==> src/logic/rosc_pkg.sv <==
/*
 Package for the radio operating state controller: operating states,
 host command codes and the packed command and status carriers.
 Assumes nothing beyond a SystemVerilog compiler; no timescale here.
*/
// ==========================================================
// Operating states, commands and carriers
package rosc_pkg;

   // Operating states of the controller
   typedef enum logic [2:0] {
      ROSC_SHUTDOWN,
      ROSC_READY,
      ROSC_LOCK,
      ROSC_TX,
      ROSC_RX,
      ROSC_SLEEP,
      ROSC_STANDBY
   } rosc_state_type;

   // Host command codes (chosen freely, no documented encoding)
   localparam logic [2:0] ROSC_CMD_READY = 3'h0;
   localparam logic [2:0] ROSC_CMD_LOCK = 3'h1;
   localparam logic [2:0] ROSC_CMD_TX = 3'h2;
   localparam logic [2:0] ROSC_CMD_RX = 3'h3;
   localparam logic [2:0] ROSC_CMD_SLEEP = 3'h4;
   localparam logic [2:0] ROSC_CMD_STANDBY = 3'h5;

   // Cycles spent in lock on an automatic pass between transmit and receive
   localparam int ROSC_LOCK_PASS_CYCLES = 2;

   // Reset value of the host-visible configuration word
   localparam logic [7:0] ROSC_CFG_RESET = 8'h00;

   // Command from the host as decoded from the serial port
   typedef struct packed {
      logic valid;
      logic [2:0] code;
   } rosc_cmd_type;

   // Status returned to the host
   typedef struct packed {
      logic [2:0] state;
      logic crystal_ok;
      logic local_osc_ok;
      logic cmd_rejected;
   } rosc_status_type;

endpackage

==> src/logic/rosc_pin_sync.sv <==
/*
 Two-flop synchroniser for one asynchronous level.
 Assumes a free-running clock and an active-low asynchronous reset.
*/
`timescale 1ns/1ps
// ==========================================================
// Level synchroniser
module rosc_pin_sync #(
   parameter logic RESET_VAL = 1'b1
) (
   input wire logic i_sys_clk,
   input wire logic i_rst_n,
   input wire logic i_level,
   output logic o_level
);
   logic meta_q;
   logic sync_q;

   // First flop feeds only the second
   always_ff @(posedge i_sys_clk or negedge i_rst_n) begin
      if (!i_rst_n) begin
         meta_q <= RESET_VAL;
         sync_q <= RESET_VAL;
      end else begin
         meta_q <= i_level;
         sync_q <= meta_q;
      end
   end

   assign o_level = sync_q;
endmodule

==> src/logic/rosc_controller.sv <==
/*
 Operating-state controller of a sub-GHz radio core. Commands from the
 serial host port move it among ready, lock, transmit, receive, sleep and
 standby; the power-off pin alone takes it into and out of shutdown.
 Assumes the command carrier comes from serial-port logic on i_sys_clk,
 and that the power-off pin is asynchronous (high means powered off).
*/
// Notes on behaviour
// - Power-off pin alone enters or leaves shutdown
// - Shutdown wipes all stored data and configuration
// - Shutdown floats GPIO and serial port outputs
// - Leaving shutdown lands in ready, crystal running
// - Ready may move to lock, oscillator generated
// - Transmit and receive swap only through lock
// - One host command triggers the lock pass
// - Activity returns to ready; ready enters sleep
// - Ready enters standby, keeping buffers and config
// - Other transitions only by host commands
`timescale 1ns/1ps
module rosc_controller #(
   parameter int GPIO_W = 4,
   parameter int CFG_W = 8
) (
   input wire logic i_sys_clk,
   input wire logic i_rst_n,
   input wire logic i_power_off_pin,
   input wire rosc_pkg::rosc_cmd_type i_cmd,
   input wire logic [CFG_W-1:0] i_cfg_wdata,
   input wire logic i_cfg_we,
   input wire logic [GPIO_W-1:0] i_gpio_out,
   input wire logic i_spi_miso,
   output rosc_pkg::rosc_status_type o_status,
   output logic [CFG_W-1:0] o_cfg,
   output logic [GPIO_W-1:0] o_gpio_out,
   output logic [GPIO_W-1:0] o_gpio_oe,
   output logic o_spi_miso,
   output logic o_spi_miso_oe,
   output logic o_crystal_reference_en,
   output logic o_local_osc_signal_en,
   output logic o_tx_en,
   output logic o_rx_en,
   output logic o_retain_en
);
   // ==========================================================
   // Power-off pin synchroniser
   logic off_sync;

   rosc_pin_sync #(
      .RESET_VAL(1'b1)
   ) u_off_sync (
      .i_sys_clk(i_sys_clk),
      .i_rst_n(i_rst_n),
      .i_level(i_power_off_pin),
      .o_level(off_sync)
   );

   // ==========================================================
   // State register and pending lock-pass target
   rosc_pkg::rosc_state_type state_q;
   rosc_pkg::rosc_state_type state_d;
   rosc_pkg::rosc_state_type target_q;
   rosc_pkg::rosc_state_type target_d;
   logic pass_q;
   logic pass_d;
   logic [1:0] pass_cnt_q;
   logic [1:0] pass_cnt_d;
   logic rej_q;
   logic rej_d;
   logic [CFG_W-1:0] cfg_q;
   logic [CFG_W-1:0] cfg_d;

   // Command decode
   wire cmd_v = i_cmd.valid;
   wire is_ready = cmd_v && (i_cmd.code == rosc_pkg::ROSC_CMD_READY);
   wire is_lock = cmd_v && (i_cmd.code == rosc_pkg::ROSC_CMD_LOCK);
   wire is_tx = cmd_v && (i_cmd.code == rosc_pkg::ROSC_CMD_TX);
   wire is_rx = cmd_v && (i_cmd.code == rosc_pkg::ROSC_CMD_RX);
   wire is_sleep = cmd_v && (i_cmd.code == rosc_pkg::ROSC_CMD_SLEEP);
   wire is_stby = cmd_v && (i_cmd.code == rosc_pkg::ROSC_CMD_STANDBY);
   wire pass_done = pass_cnt_q == 2'(rosc_pkg::ROSC_LOCK_PASS_CYCLES - 1);

   // Next-state logic
   always_comb begin
      state_d = state_q;
      target_d = target_q;
      pass_d = pass_q;
      pass_cnt_d = pass_cnt_q;
      rej_d = 1'b0;
      if (off_sync) begin
         state_d = rosc_pkg::ROSC_SHUTDOWN;
      end else begin
         case (state_q)
            rosc_pkg::ROSC_SHUTDOWN: begin
               state_d = rosc_pkg::ROSC_READY;
            end
            rosc_pkg::ROSC_READY: begin
               if (is_lock || is_tx || is_rx) begin
                  state_d = rosc_pkg::ROSC_LOCK;
                  pass_d = is_tx || is_rx;
                  target_d = is_rx ? rosc_pkg::ROSC_RX : rosc_pkg::ROSC_TX;
                  pass_cnt_d = 2'h0;
               end else if (is_sleep) begin
                  state_d = rosc_pkg::ROSC_SLEEP;
               end else if (is_stby) begin
                  state_d = rosc_pkg::ROSC_STANDBY;
               end else if (cmd_v) begin
                  rej_d = 1'b1;
               end
            end
            rosc_pkg::ROSC_LOCK: begin
               if (pass_q) begin
                  // Automatic pass; commands during it are rejected and dropped
                  rej_d = cmd_v;
                  pass_cnt_d = pass_cnt_q + 2'h1;
                  if (pass_done) begin
                     state_d = target_q;
                     pass_d = 1'b0;
                  end
               end else if (is_tx) begin
                  state_d = rosc_pkg::ROSC_TX;
               end else if (is_rx) begin
                  state_d = rosc_pkg::ROSC_RX;
               end else if (is_ready) begin
                  state_d = rosc_pkg::ROSC_READY;
               end else if (cmd_v) begin
                  rej_d = 1'b1;
               end
            end
            rosc_pkg::ROSC_TX,
            rosc_pkg::ROSC_RX: begin
               if ((is_rx && state_q == rosc_pkg::ROSC_TX)
                     || (is_tx && state_q == rosc_pkg::ROSC_RX)) begin
                  state_d = rosc_pkg::ROSC_LOCK;
                  pass_d = 1'b1;
                  target_d = is_rx ? rosc_pkg::ROSC_RX : rosc_pkg::ROSC_TX;
                  pass_cnt_d = 2'h0;
               end else if (is_ready) begin
                  state_d = rosc_pkg::ROSC_READY;
               end else if (is_lock) begin
                  state_d = rosc_pkg::ROSC_LOCK;
               end else if (cmd_v) begin
                  rej_d = 1'b1;
               end
            end
            rosc_pkg::ROSC_SLEEP,
            rosc_pkg::ROSC_STANDBY: begin
               if (is_ready) begin
                  state_d = rosc_pkg::ROSC_READY;
               end else if (cmd_v) begin
                  rej_d = 1'b1;
               end
            end
            default: begin
               state_d = rosc_pkg::ROSC_SHUTDOWN;
            end
         endcase
      end
   end

   // Configuration store, wiped in shutdown
   always_comb begin
      cfg_d = cfg_q;
      if (off_sync || state_q == rosc_pkg::ROSC_SHUTDOWN) begin
         cfg_d = CFG_W'(rosc_pkg::ROSC_CFG_RESET);
      end else if (i_cfg_we) begin
         cfg_d = i_cfg_wdata;
      end
   end

   // State and store flops
   always_ff @(posedge i_sys_clk or negedge i_rst_n) begin
      if (!i_rst_n) begin
         state_q <= rosc_pkg::ROSC_SHUTDOWN;
         target_q <= rosc_pkg::ROSC_TX;
         pass_q <= 1'b0;
         pass_cnt_q <= 2'h0;
         rej_q <= 1'b0;
         cfg_q <= CFG_W'(rosc_pkg::ROSC_CFG_RESET);
      end else begin
         state_q <= state_d;
         target_q <= target_d;
         pass_q <= pass_d;
         pass_cnt_q <= pass_cnt_d;
         rej_q <= rej_d;
         cfg_q <= cfg_d;
      end
   end

   // ==========================================================
   // Registered outputs from next state
   wire on_d = (state_d != rosc_pkg::ROSC_SHUTDOWN);
   wire xo_d = on_d && (state_d != rosc_pkg::ROSC_SLEEP)
      && (state_d != rosc_pkg::ROSC_STANDBY);
   wire lo_d = (state_d == rosc_pkg::ROSC_LOCK) || (state_d == rosc_pkg::ROSC_TX)
      || (state_d == rosc_pkg::ROSC_RX);

   // Pin drivers float in shutdown
   always_ff @(posedge i_sys_clk or negedge i_rst_n) begin
      if (!i_rst_n) begin
         o_gpio_out <= '0;
         o_gpio_oe <= '0;
         o_spi_miso <= 1'b0;
         o_spi_miso_oe <= 1'b0;
      end else begin
         o_gpio_out <= on_d ? i_gpio_out : '0;
         o_gpio_oe <= {GPIO_W{on_d}};
         o_spi_miso <= on_d ? i_spi_miso : 1'b0;
         o_spi_miso_oe <= on_d;
      end
   end

   // Analogue enables and status
   always_ff @(posedge i_sys_clk or negedge i_rst_n) begin
      if (!i_rst_n) begin
         o_crystal_reference_en <= 1'b0;
         o_local_osc_signal_en <= 1'b0;
         o_tx_en <= 1'b0;
         o_rx_en <= 1'b0;
         o_retain_en <= 1'b0;
         o_status <= '0;
         o_cfg <= CFG_W'(rosc_pkg::ROSC_CFG_RESET);
      end else begin
         o_crystal_reference_en <= xo_d;
         o_local_osc_signal_en <= lo_d;
         o_tx_en <= state_d == rosc_pkg::ROSC_TX;
         o_rx_en <= state_d == rosc_pkg::ROSC_RX;
         o_retain_en <= on_d;
         o_status <= '{state: state_d, crystal_ok: xo_d, local_osc_ok: lo_d,
                       cmd_rejected: rej_d};
         o_cfg <= cfg_d;
      end
   end
endmodule

==> config.mk <==
export PLATFORM = sky130hd
export DESIGN_NAME = rosc_controller
export DESIGN_NICKNAME = d
export VERILOG_FILES = /design/src/logic/rosc_pkg.sv /design/src/logic/rosc_pin_sync.sv /design/src/logic/rosc_controller.sv
export SDC_FILE = /design/constraint.sdc
export NUM_CORES = 1
export LEC_CHECK = 0
export BUFFER_PORTS_ARGS = -buffer_cell sky130_fd_sc_hd__buf_4
export CAP_MARGIN = 20
export CORE_UTILIZATION = 25
export DETAILED_ROUTE_END_ITERATION = 12
export GPL_TIMING_DRIVEN = 0
export PLACE_DENSITY_LB_ADDON = 0.3
export SETUP_SLACK_MARGIN = 0.02
export SYNTH_ARGS = -nofsm -noshare
export SYNTH_HDL_FRONTEND = slang
export SYNTH_SLANG_ARGS = --single-unit
==> constraint.sdc <==
create_clock -name i_sys_clk -period 2 [get_ports i_sys_clk]
set_input_delay 0.4 -clock i_sys_clk [delete_from_list [all_inputs] [get_ports i_sys_clk]]
set_output_delay 0.4 -clock i_sys_clk [all_outputs]
set_load 0.01 [all_outputs]
Yosys cells after proc, flatten, opt, wreduce, memory -nomap -nowiden
Cells that the tools add are included.
{ "word_totals": {"reg_bits": 31} }
{ "classes": {"addsub": 1, "eq_ne": 20, "n_mux": 43, "n_bitwise": 1, "n_reduce_logical": 28} }
{ "op_table": {"columns": ["operator", "n"], "rows": [
  ["two-way mux 3 bit", 15],
  ["== test 3 x 2 -> 1 bit, second input constant", 6],
  ["== test 3 bit, second input constant", 6],
  ["two-way mux 1 bit", 17],
  ["two-way mux 8 bit", 2],
  ["case mux 3 bit (5 select lines)", 1],
  ["logical AND 1 bit", 10],
  ["AND reduction 4 bit", 2],
  ["logical OR 1 bit", 7],
  ["== test 3 x 1 -> 1 bit, second input constant", 2],
  ["logical NOT 3 bit", 2],
  ["two-way mux 2 bit", 3],
  ["!= test 2 bit, second input constant", 3],
  ["!= test 3 bit, second input constant", 2],
  ["case mux 2 bit (3 select lines)", 1],
  ["case mux 3 bit (2 select lines)", 1],
  ["nonzero test 3 bit", 2],
  ["AND reduction 5 bit", 1],
  ["two-way mux 4 bit", 1],
  ["case mux 1 bit (4 select lines)", 1],
  ["nonzero test 2 bit", 2],
  ["OR reduction 2 bit", 2],
  ["case mux 1 bit (3 select lines)", 1],
  ["adder 2 x 1 -> 2 bit, second input constant", 1],
  ["other kinds (2)", 2]
]} }

Logic depth before layout (Yosys ltp)
Gate-level depths: netlist (run 1).
{ "logic_depth": {"word_depth": 11, "ltp_mapped": 8} }

By module
From an unflattened synthesis (run 1), not the netlist that was laid out.
{ "unflattened": {"cells_unflattened": 170, "area_unflattened_um2": 1597.8} }
{ "modules_own_cells": {"columns": ["module", "n_inst", "cells_each", "area_each_um2", "seq_area_each_um2"], "rows": [
  ["rosc_controller", 1, 168, 1545.2, 676.9],
  ["rosc_pin_sync", 1, 2, 52.6, 52.6]
]} }

Worst setup path after synthesis (run 1)
OpenSTA, ideal clock, no wires.
{ "synth_path": {"kind": "input port to flip-flop", "from": "input port i_cmd[2] (netlist name)", "to": "register o_local_osc_signal_en", "arrival_ns": 1.949, "t_required_ns": 1.926, "path_slack_ns": -0.023, "cell_stages": 7, "path_cell_list": "buf_2 -> or4b_4 -> o2111a_1 -> a211o_1 -> and2_4 -> or2_0 -> a21oi_2"} }
{ "synth_between": {"elab_chain_len": 11} }
{ "synth_rtl": {"columns": ["element", "line_no", "text"], "rows": [
  ["start, declared", "rosc_controller.sv:27", "input wire rosc_pkg::rosc_cmd_type i_cmd,"],
  ["logical NOT 3 bit", "rosc_controller.sv:74", "wire is_ready = cmd_v && (i_cmd.code == rosc_pkg::ROSC_CMD_READY);"],
  ["logical AND 1 bit", "rosc_controller.sv:74", null],
  ["two-way mux 3 bit", "rosc_controller.sv:123, rosc_controller.sv:147", null],
  ["two-way mux 3 bit", "rosc_controller.sv:121", "end else if (is_rx) begin"],
  ["two-way mux 3 bit", "rosc_controller.sv:119", "end else if (is_tx) begin"],
  ["two-way mux 3 bit", "rosc_controller.sv:111", "if (pass_q) begin"],
  ["case mux 3 bit (5 select lines) *", "rosc_controller.sv:92", "case (state_q)"],
  ["two-way mux 3 bit *", "rosc_controller.sv:89", "if (off_sync) begin"],
  ["named net state_d[2]", "rosc_controller.sv:60", "rosc_pkg::rosc_state_type state_d;"],
  ["== test 3 x 2 -> 1 bit", "rosc_controller.sv:194", "wire lo_d = (state_d == rosc_pkg::ROSC_LOCK) || (state_d == rosc_pkg::ROSC_TX)"],
  ["logical OR 1 bit", "rosc_controller.sv:194", null],
  ["logical OR 1 bit *", "rosc_controller.sv:195", "|| (state_d == rosc_pkg::ROSC_RX);"],
  ["named net lo_d", "rosc_controller.sv:194", null],
  ["end signal, assigned", "rosc_controller.sv:224", "o_local_osc_signal_en <= lo_d;"],
  ["end, declared", "rosc_controller.sv:39", "output logic o_local_osc_signal_en,"]
]} }
Mark *: on every way through the listed nets, which the timed path passes. The rest lies on a longest branch.
A chain may end at the register's enable or synchronous reset.

==> results of run 1 <==
[sequential cells by signal, indices dropped and copies added, names as in the netlist]
signal,flops
o_spi_miso,1
o_cfg,8
o_crystal_reference_en,1
o_rx_en,1
target_q,2
o_status,4
o_gpio_out,4
pass_cnt_q,2
o_retain_en,1
pass_q,1
u_off_sync.meta_q,1
u_off_sync.o_level,1
o_tx_en,1
o_local_osc_signal_en,1
[worst max-delay path, cell delays in order, from the launching register on]
cell and delay [ns]:
dfrtp_1 0.38, buf_4 0.17, a211o_1 0.24, o2111a_1 0.26, a211o_1 0.26, and2_4 0.18
or2_0 0.23, a21oi_2 0.13
[synthesized netlist by cell type, types with 2 or more instances]
cell,count
or3b_2,2
nand2_1,6
nand4_1,2
and3_1,2
mux2i_1,8
or2_2,3
nor3_1,3
o2bb2ai_1,2
clkbuf_1,6
dfstp_2,3
nand3b_1,2
nor3b_1,2
a21oi_1,6
buf_2,5
buf_4,7
o22ai_1,2
a31oi_1,3
a211oi_1,2
nor2b_1,12
nand3_1,7
o21ai_0,9
nor2_1,12
a21o_1,2
dfrtp_1,26
inv_1,7
a211o_1,3
[through the flow]
step	power [uW]	TNS, ns	area, um2
floorplan	1060	0	1630
global placement	1290	-2.33	2080
detailed placement	1290	-2.45	2080
CTS	1800	0	2200
global route	1940	0	2250
finish	1800	0	2250
[final timing paths]
path	from	end
setup reg to reg	o_status[4]$_DFF_PN0_	o_local_osc_signal_en$_DFF_PN0_
min in group i_sys_clk	i_power_off_pin	u_off_sync.meta_q$_DFF_PN1_
max in group asynchronous	i_rst_n	target_q[1]$_DFFE_PN1P_
hold reg to reg	u_off_sync.meta_q$_DFF_PN1_	u_off_sync.o_level$_DFF_PN1_
hold / removal	i_rst_n	o_cfg[3]$_DFFE_PN0P_
setup / recovery	o_status[4]$_DFF_PN0_	o_local_osc_signal_en$_DFF_PN0_
[layout make-up]
cell class | count | share of cell area
Buffer | 20 | 0.0512
Clock buffer | 8 | 0.0401
Inverter | 7 | 0.0117
Multi-Input combinational cell | 114 | 0.372
Sequential cell | 29 | 0.325
Tap cell | 77 | 0.0428
Timing Repair Buffer | 47 | 0.157
[layer usage]
metal / global-route usage / wire length (um)
met5: 0 / 0
met2: 0.180 / 1850
met3: 0.0361 / 197
met1: 0.144 / 1640
met4: 0.0155 / 0
[power groups by stage]
stage	logic (uW)	clock network, uW	registers [uW]
2_1_floorplan	327	0	731
3_3_place_gp	569	0	716
3_5_place_dp	573	0	718
4_1_cts	589	498	709
5_1_grt	680	534	722
6_report	613	472	710
[timing repair]
item | 4_1_cts | 5_1_grt
gates resized for setup | 6 | 16
pin swaps | 1 | 2
hold endpoints to repair | 0 | 0
setup buffers | 0 | 0
setup endpoints to repair | 9 | 12
cloned | 0 | 0
[cells by family after synthesis]
kind of cell,count (synthesis)
XOR/XNOR,1
adder cells (fa/ha/maj),1
buffers and inverters,27
flip-flops,29
AND/OR/NAND/NOR,61
AO/OA/AOI/OAI,42
multiplexers,9
==> qor.txt, run 1 <==
Area delta synth->final: 37.8%
DR DRC count: 0
Gate Count Post-Synth: 170
Vias: 1413
RePlAce Congestion: 0.879
Worst EP required: 2.19 ns
CTS tree: built
Async S/R FF share, synth: 1.00
Final Cycle Share: 0.959
Routed Wire Length: 3690 um
Most common cell after layout, fill and taps aside: buf_4
Final hold slack: 0.0375 ns
Final worst setup slack: 0.0810 ns
Synthesized area: 1630 um2
Fin util: 0.356
CP Data Arrival Time: 2.11 ns
Clk pwr share: 0.263
Routed WL per cell: 12.2 um
R2r setup slk: 0.08 ns
Dpl cells: 294
Placed wire-length estimate: 2740 um
Clk slew on worst S/H paths: 0.06 ns
Reg2Reg Depth: 7
Die H: 82.8 um
Ys flop type: dfrtp_1
Fillcell total: 656
Synth Area in Compound Gates: 0.180
Clk_lat worst skew: 0.26 ns
Root Buffer: clkbuf_8
EDFF count, synth: 0
Achievable Freq: 521 MHz
Die Wd: 82.8 um
Flop pwr share: 0.396
Power Density: 799 nW/um2
Core area: 6310 um2
Worst Path Max Fanout: 10
Top cell type's share of synthesized area: 0.399
Hold_buf cts: 0
Cell-internal power: 1250 uW
Post-DRT Antenna Nets: 0
Synth Warn #: 0
Status: finished, final reports clean
Nets: 246
First-pass GRT wire length: 5770 um
#FFs+latches synth: 29
Static Leak: 0.00106 uW
IO Port Bufs: 47
Grt total ovfl: 0
Crit Path Category: reg -> reg
Hold Fails Final Rpt: 0
Min-Delay Path Class: in -> async
Skew final: 0.00458 ns
Initial antenna violation count: 0
Via/cell ratio: 4.68
Die Area: 6850 um2
Pin count of the biggest net entering global routing: 30
Vias in the first global route: 1240
Post-synthesis adder-cell area fraction: 0.00767
Tmin final: 1.92 ns
# IOs: 50
RSZ-0062 raised after global routing: yes
Post-Synth Simple-Gate Area: 0.221
Max-cap violations: 0
Worst vdd ir: 0.000463 V
Sink Count: 29
Syn avg cell area: 9.60 um2
Multi-input gate area: 837 um2
Pre-CTS WS: -0.288 ns
Multiplexer share of the synthesized area: 0.0560
CP startpoint kind: flip-flop
Fin. max-slew vios: 0
Area contributors post-synth: dfrtp_1, mux2i_1, dfstp_2
Area leader, netlist: dfrtp_1
Netlist cell types: 52
P_sw: 549 uW
Synth Net Count: 192
Initial Util: 0.258
Pre-antenna DRT Iters: 4
Rel. slew slack: 0.641
Max clock buf depth: 2
Seq/Total Area, Yosys: 0.447
Most frequent cells in the layout: buf_4, dfrtp_1, nor2b_1, nor2_1, mux2i_1
Non-Filler Instances: 302
Reg area: 731 um2
Antenna cells: 0
Finish-stage setup viols: 0
XOR/XNOR share of the synthesized area: 0.00537
Gate power share: 0.342
CTS Buf Count: 5
Layout cells sized above 1: 0.418
Largest family of logic cells by synthesized area: simple AND/OR/NAND/NOR gates
Htree depth: 2
Worst Tran Pin Value: 0.538 ns
Detailed Route Iter0 Violations: 44
Critical Path Sink Type: flip-flop
Sw Ratio: 0.306
FP Rows: 29
Gr usage total: 0.110
(Power assumes the default switching activity.)
==> run 2, diff against run 1 <==
--- a/config.mk
+++ b/config.mk
@@ -11,6 +11,7 @@
 export DETAILED_ROUTE_END_ITERATION = 12
 export GPL_TIMING_DRIVEN = 0
 export PLACE_DENSITY_LB_ADDON = 0.3
+export RECOVER_POWER = 50
 export SETUP_SLACK_MARGIN = 0.02
 export SYNTH_ARGS = -nofsm -noshare
 export SYNTH_HDL_FRONTEND = slang
==> qor.txt, run 2 (synthesis results as in run 1) <==
Clk_lat worst skew: 0.26 ns (about the same)
# IOs: 50 (unchanged)
Root Buffer: clkbuf_8 (unchanged)
Biggest regs: o_cfg x8, o_gpio_out x4, o_status x4 (unchanged)
Skew final: 0.00422 ns (was 0.00458 ns)
Max-cap violations: 0 (unchanged)
Initial Util: 0.258 (unchanged)
Die Wd: 82.8 um (unchanged)
Critical Path Sink Type: flip-flop (unchanged)
Final hold slack: 0.243 ns (was 0.0375 ns)
RePlAce Congestion: 0.879 (unchanged)
CP delay by family, top: compound AO/OA/AOI/OAI gates (unchanged)
Post-DRT Antenna Nets: 0 (unchanged)
CTS Buf Count: 5 (unchanged)
Vias in the first global route: 1240 (unchanged)
Core area: 6310 um2 (unchanged)
Status: finished, final reports clean (unchanged)
Antenna cells: 0 (unchanged)
Min-Delay Path Class: in -> reg (was in -> async)
Routed Wire Length: 3680 um (was 3690 um)
Tmin final: 1.92 ns (about the same)
Worst vdd ir: 0.000454 V (was 0.000463 V)
Slowest-stage cell, CP: dfrtp_1 (unchanged)
Initial antenna violation count: 0 (unchanged)
Final Cycle Share: 0.960 (was 0.959)
Gr usage total: 0.110 (unchanged)
Worst EP required: 2.19 ns (about the same)
Reg area: 731 um2 (unchanged)
Rel. slew slack: 0.0141 (was 0.641)
Pin count of the biggest net entering global routing: 30 (unchanged)
Hold Fails Final Rpt: 0 (unchanged)
Reg with most FFs: o_cfg (unchanged)
Finish-stage setup viols: 0 (unchanged)
DR DRC count: 0 (unchanged)
Design Area, Final: 2200 um2 (was 2250 um2)
Clk slew on worst S/H paths: 0.06 ns (about the same)
Static Leak: 0.00100 uW (was 0.00106 uW)
Cell mode on critical path: a211o_1 (unchanged)
Die Area: 6850 um2 (unchanged)
Htree depth: 2 (unchanged)
Detailed Route Iter0 Violations: 47 (was 44)
Fin. max-slew vios: 0 (unchanged)
Fillcell total: 667 (was 656)
RSZ-0062 raised after global routing: yes (unchanged)
CP startpoint kind: flip-flop (unchanged)
CTS tree: built (unchanged)
Vias: 1407 (was 1413)
Routed WL per cell: 12.2 um (about the same)
WP buf/inv: 1 (unchanged)
Die H: 82.8 um (unchanged)
Hold_buf cts: 0 (unchanged)
Worst-path cell chain: buf_4 -> a211o_1 -> o2111a_1 -> a211o_1 -> and2_4 -> or2_0 -> a21oi_2 (unchanged)
Multi-input gate area: 837 um2 (unchanged)
Sink Count: 29 (unchanged)
Slowest stage delay, CP: 0.38 ns (about the same)
Crit Path Category: reg -> reg (unchanged)
Flip-flop count of the largest register after layout: 8 (unchanged)
Achievable Freq: 521 MHz (about the same)
Area delta synth->final: 34.8% (was 37.8%)
Dpl cells: 294 (unchanged)
Worst Path Max Fanout: 10 (unchanged)
CP Data Arrival Time: 2.11 ns (about the same)
Non-Filler Instances: 302 (unchanged)
Worst Tran Pin Value: 1.48 ns (was 0.538 ns)
IO Port Bufs: 47 (unchanged)
Nets: 246 (unchanged)
FP Rows: 29 (unchanged)
Placed wire-length estimate: 2740 um (unchanged)
Placed Area: 2080 um2 (unchanged)
Max clock buf depth: 2 (unchanged)
Layout cells sized above 1: 0.360 (was 0.418)
Most frequent cells in the layout: buf_4, dfrtp_1, clkbuf_1, nor2b_1, nor2_1 (was buf_4, dfrtp_1, nor2b_1, nor2_1, mux2i_1)
Grt total ovfl: 0 (unchanged)
Pre-antenna DRT Iters: 4 (unchanged)
First-pass GRT wire length: 5770 um (unchanged)
Power Density: 808 nW/um2 (was 799 nW/um2)
Via/cell ratio: 4.66 (was 4.68)
Most common cell after layout, fill and taps aside: buf_4 (unchanged)
==> run 2: stage by stage <==
step	utilization	total power [uW]	setup TNS (ns)	setup slack, ns
2_1_floorplan	-	1060	0	0.0209
3_3_place_gp	0.330	1290	-2.33	-0.262
3_5_place_dp	0.330	1290	-2.45	-0.288
4_1_cts	0.348	1800	0	0.0315
5_1_grt	0.348	1920	0	0.00432
6_report	0.348	1780	0	0.0808
==> run 2: layout make-up <==
cell class | instances | share of cell area
multi-input cells | 114 | 0.381
clock buffers | 8 | 0.0410
flip-flops and latches | 29 | 0.332
plain buffers | 20 | 0.0523
well taps | 77 | 0.0438
inverters | 7 | 0.0119
repair buffers | 47 | 0.138
==> run 2: layer usage <==
| layer | share of wire | vias up | GRT usage |
|---|---|---|---|
| li1 | - | 704 | - |
| met1 | 0.45 | 669 | 0.144 |
| met2 | 0.50 | 34 | 0.180 |
| met4 | 0 | 0 | 0.0155 |
| met3 | 0.047 | 0 | 0.0361 |
| met5 | 0 | - | 0 |
==> run 2: final timing paths <==
path | endpoint | cells past startpoint | slack, ns | startpoint
setup / recovery | o_local_osc_signal_en$_DFF_PN0_ | 7 | 0.08 | o_status[4]$_DFF_PN0_
hold / removal | u_off_sync.meta_q$_DFF_PN1_ | 1 | 0.24 | i_power_off_pin
hold reg to reg | u_off_sync.o_level$_DFF_PN1_ | 0 | 0.36 | u_off_sync.meta_q$_DFF_PN1_
setup reg to reg | o_local_osc_signal_en$_DFF_PN0_ | 7 | 0.08 | o_status[4]$_DFF_PN0_
max in group asynchronous | o_status[3]$_DFF_PN0_ | 1 | 0.56 | i_rst_n
min in group asynchronous | o_cfg[3]$_DFFE_PN0P_ | 1 | 0.47 | i_rst_n
==> run 2: worst reg2reg max path: stages, from the launching register on <==
cell and delay [ns]:
dfrtp_1 0.38, buf_4 0.17, a211o_1 0.24, o2111a_1 0.26, a211o_1 0.26, and2_4 0.18, or2_0 0.23, a21oi_2 0.13
==> run 2: repair_timing <==
item	in CTS	in global routing
gates resized for setup	6	16
endpoints found under the setup margin	9	12
pin swaps	1	2
buffers inserted	0	0
==> run 2: power breakdown <==
part           total [uW]  internal (uW)  switching [uW]  leakage [uW]
logic                 595            285             310      0.000578
registers             710            663            46.9      0.000380
clock network         472            280             192     0.0000455
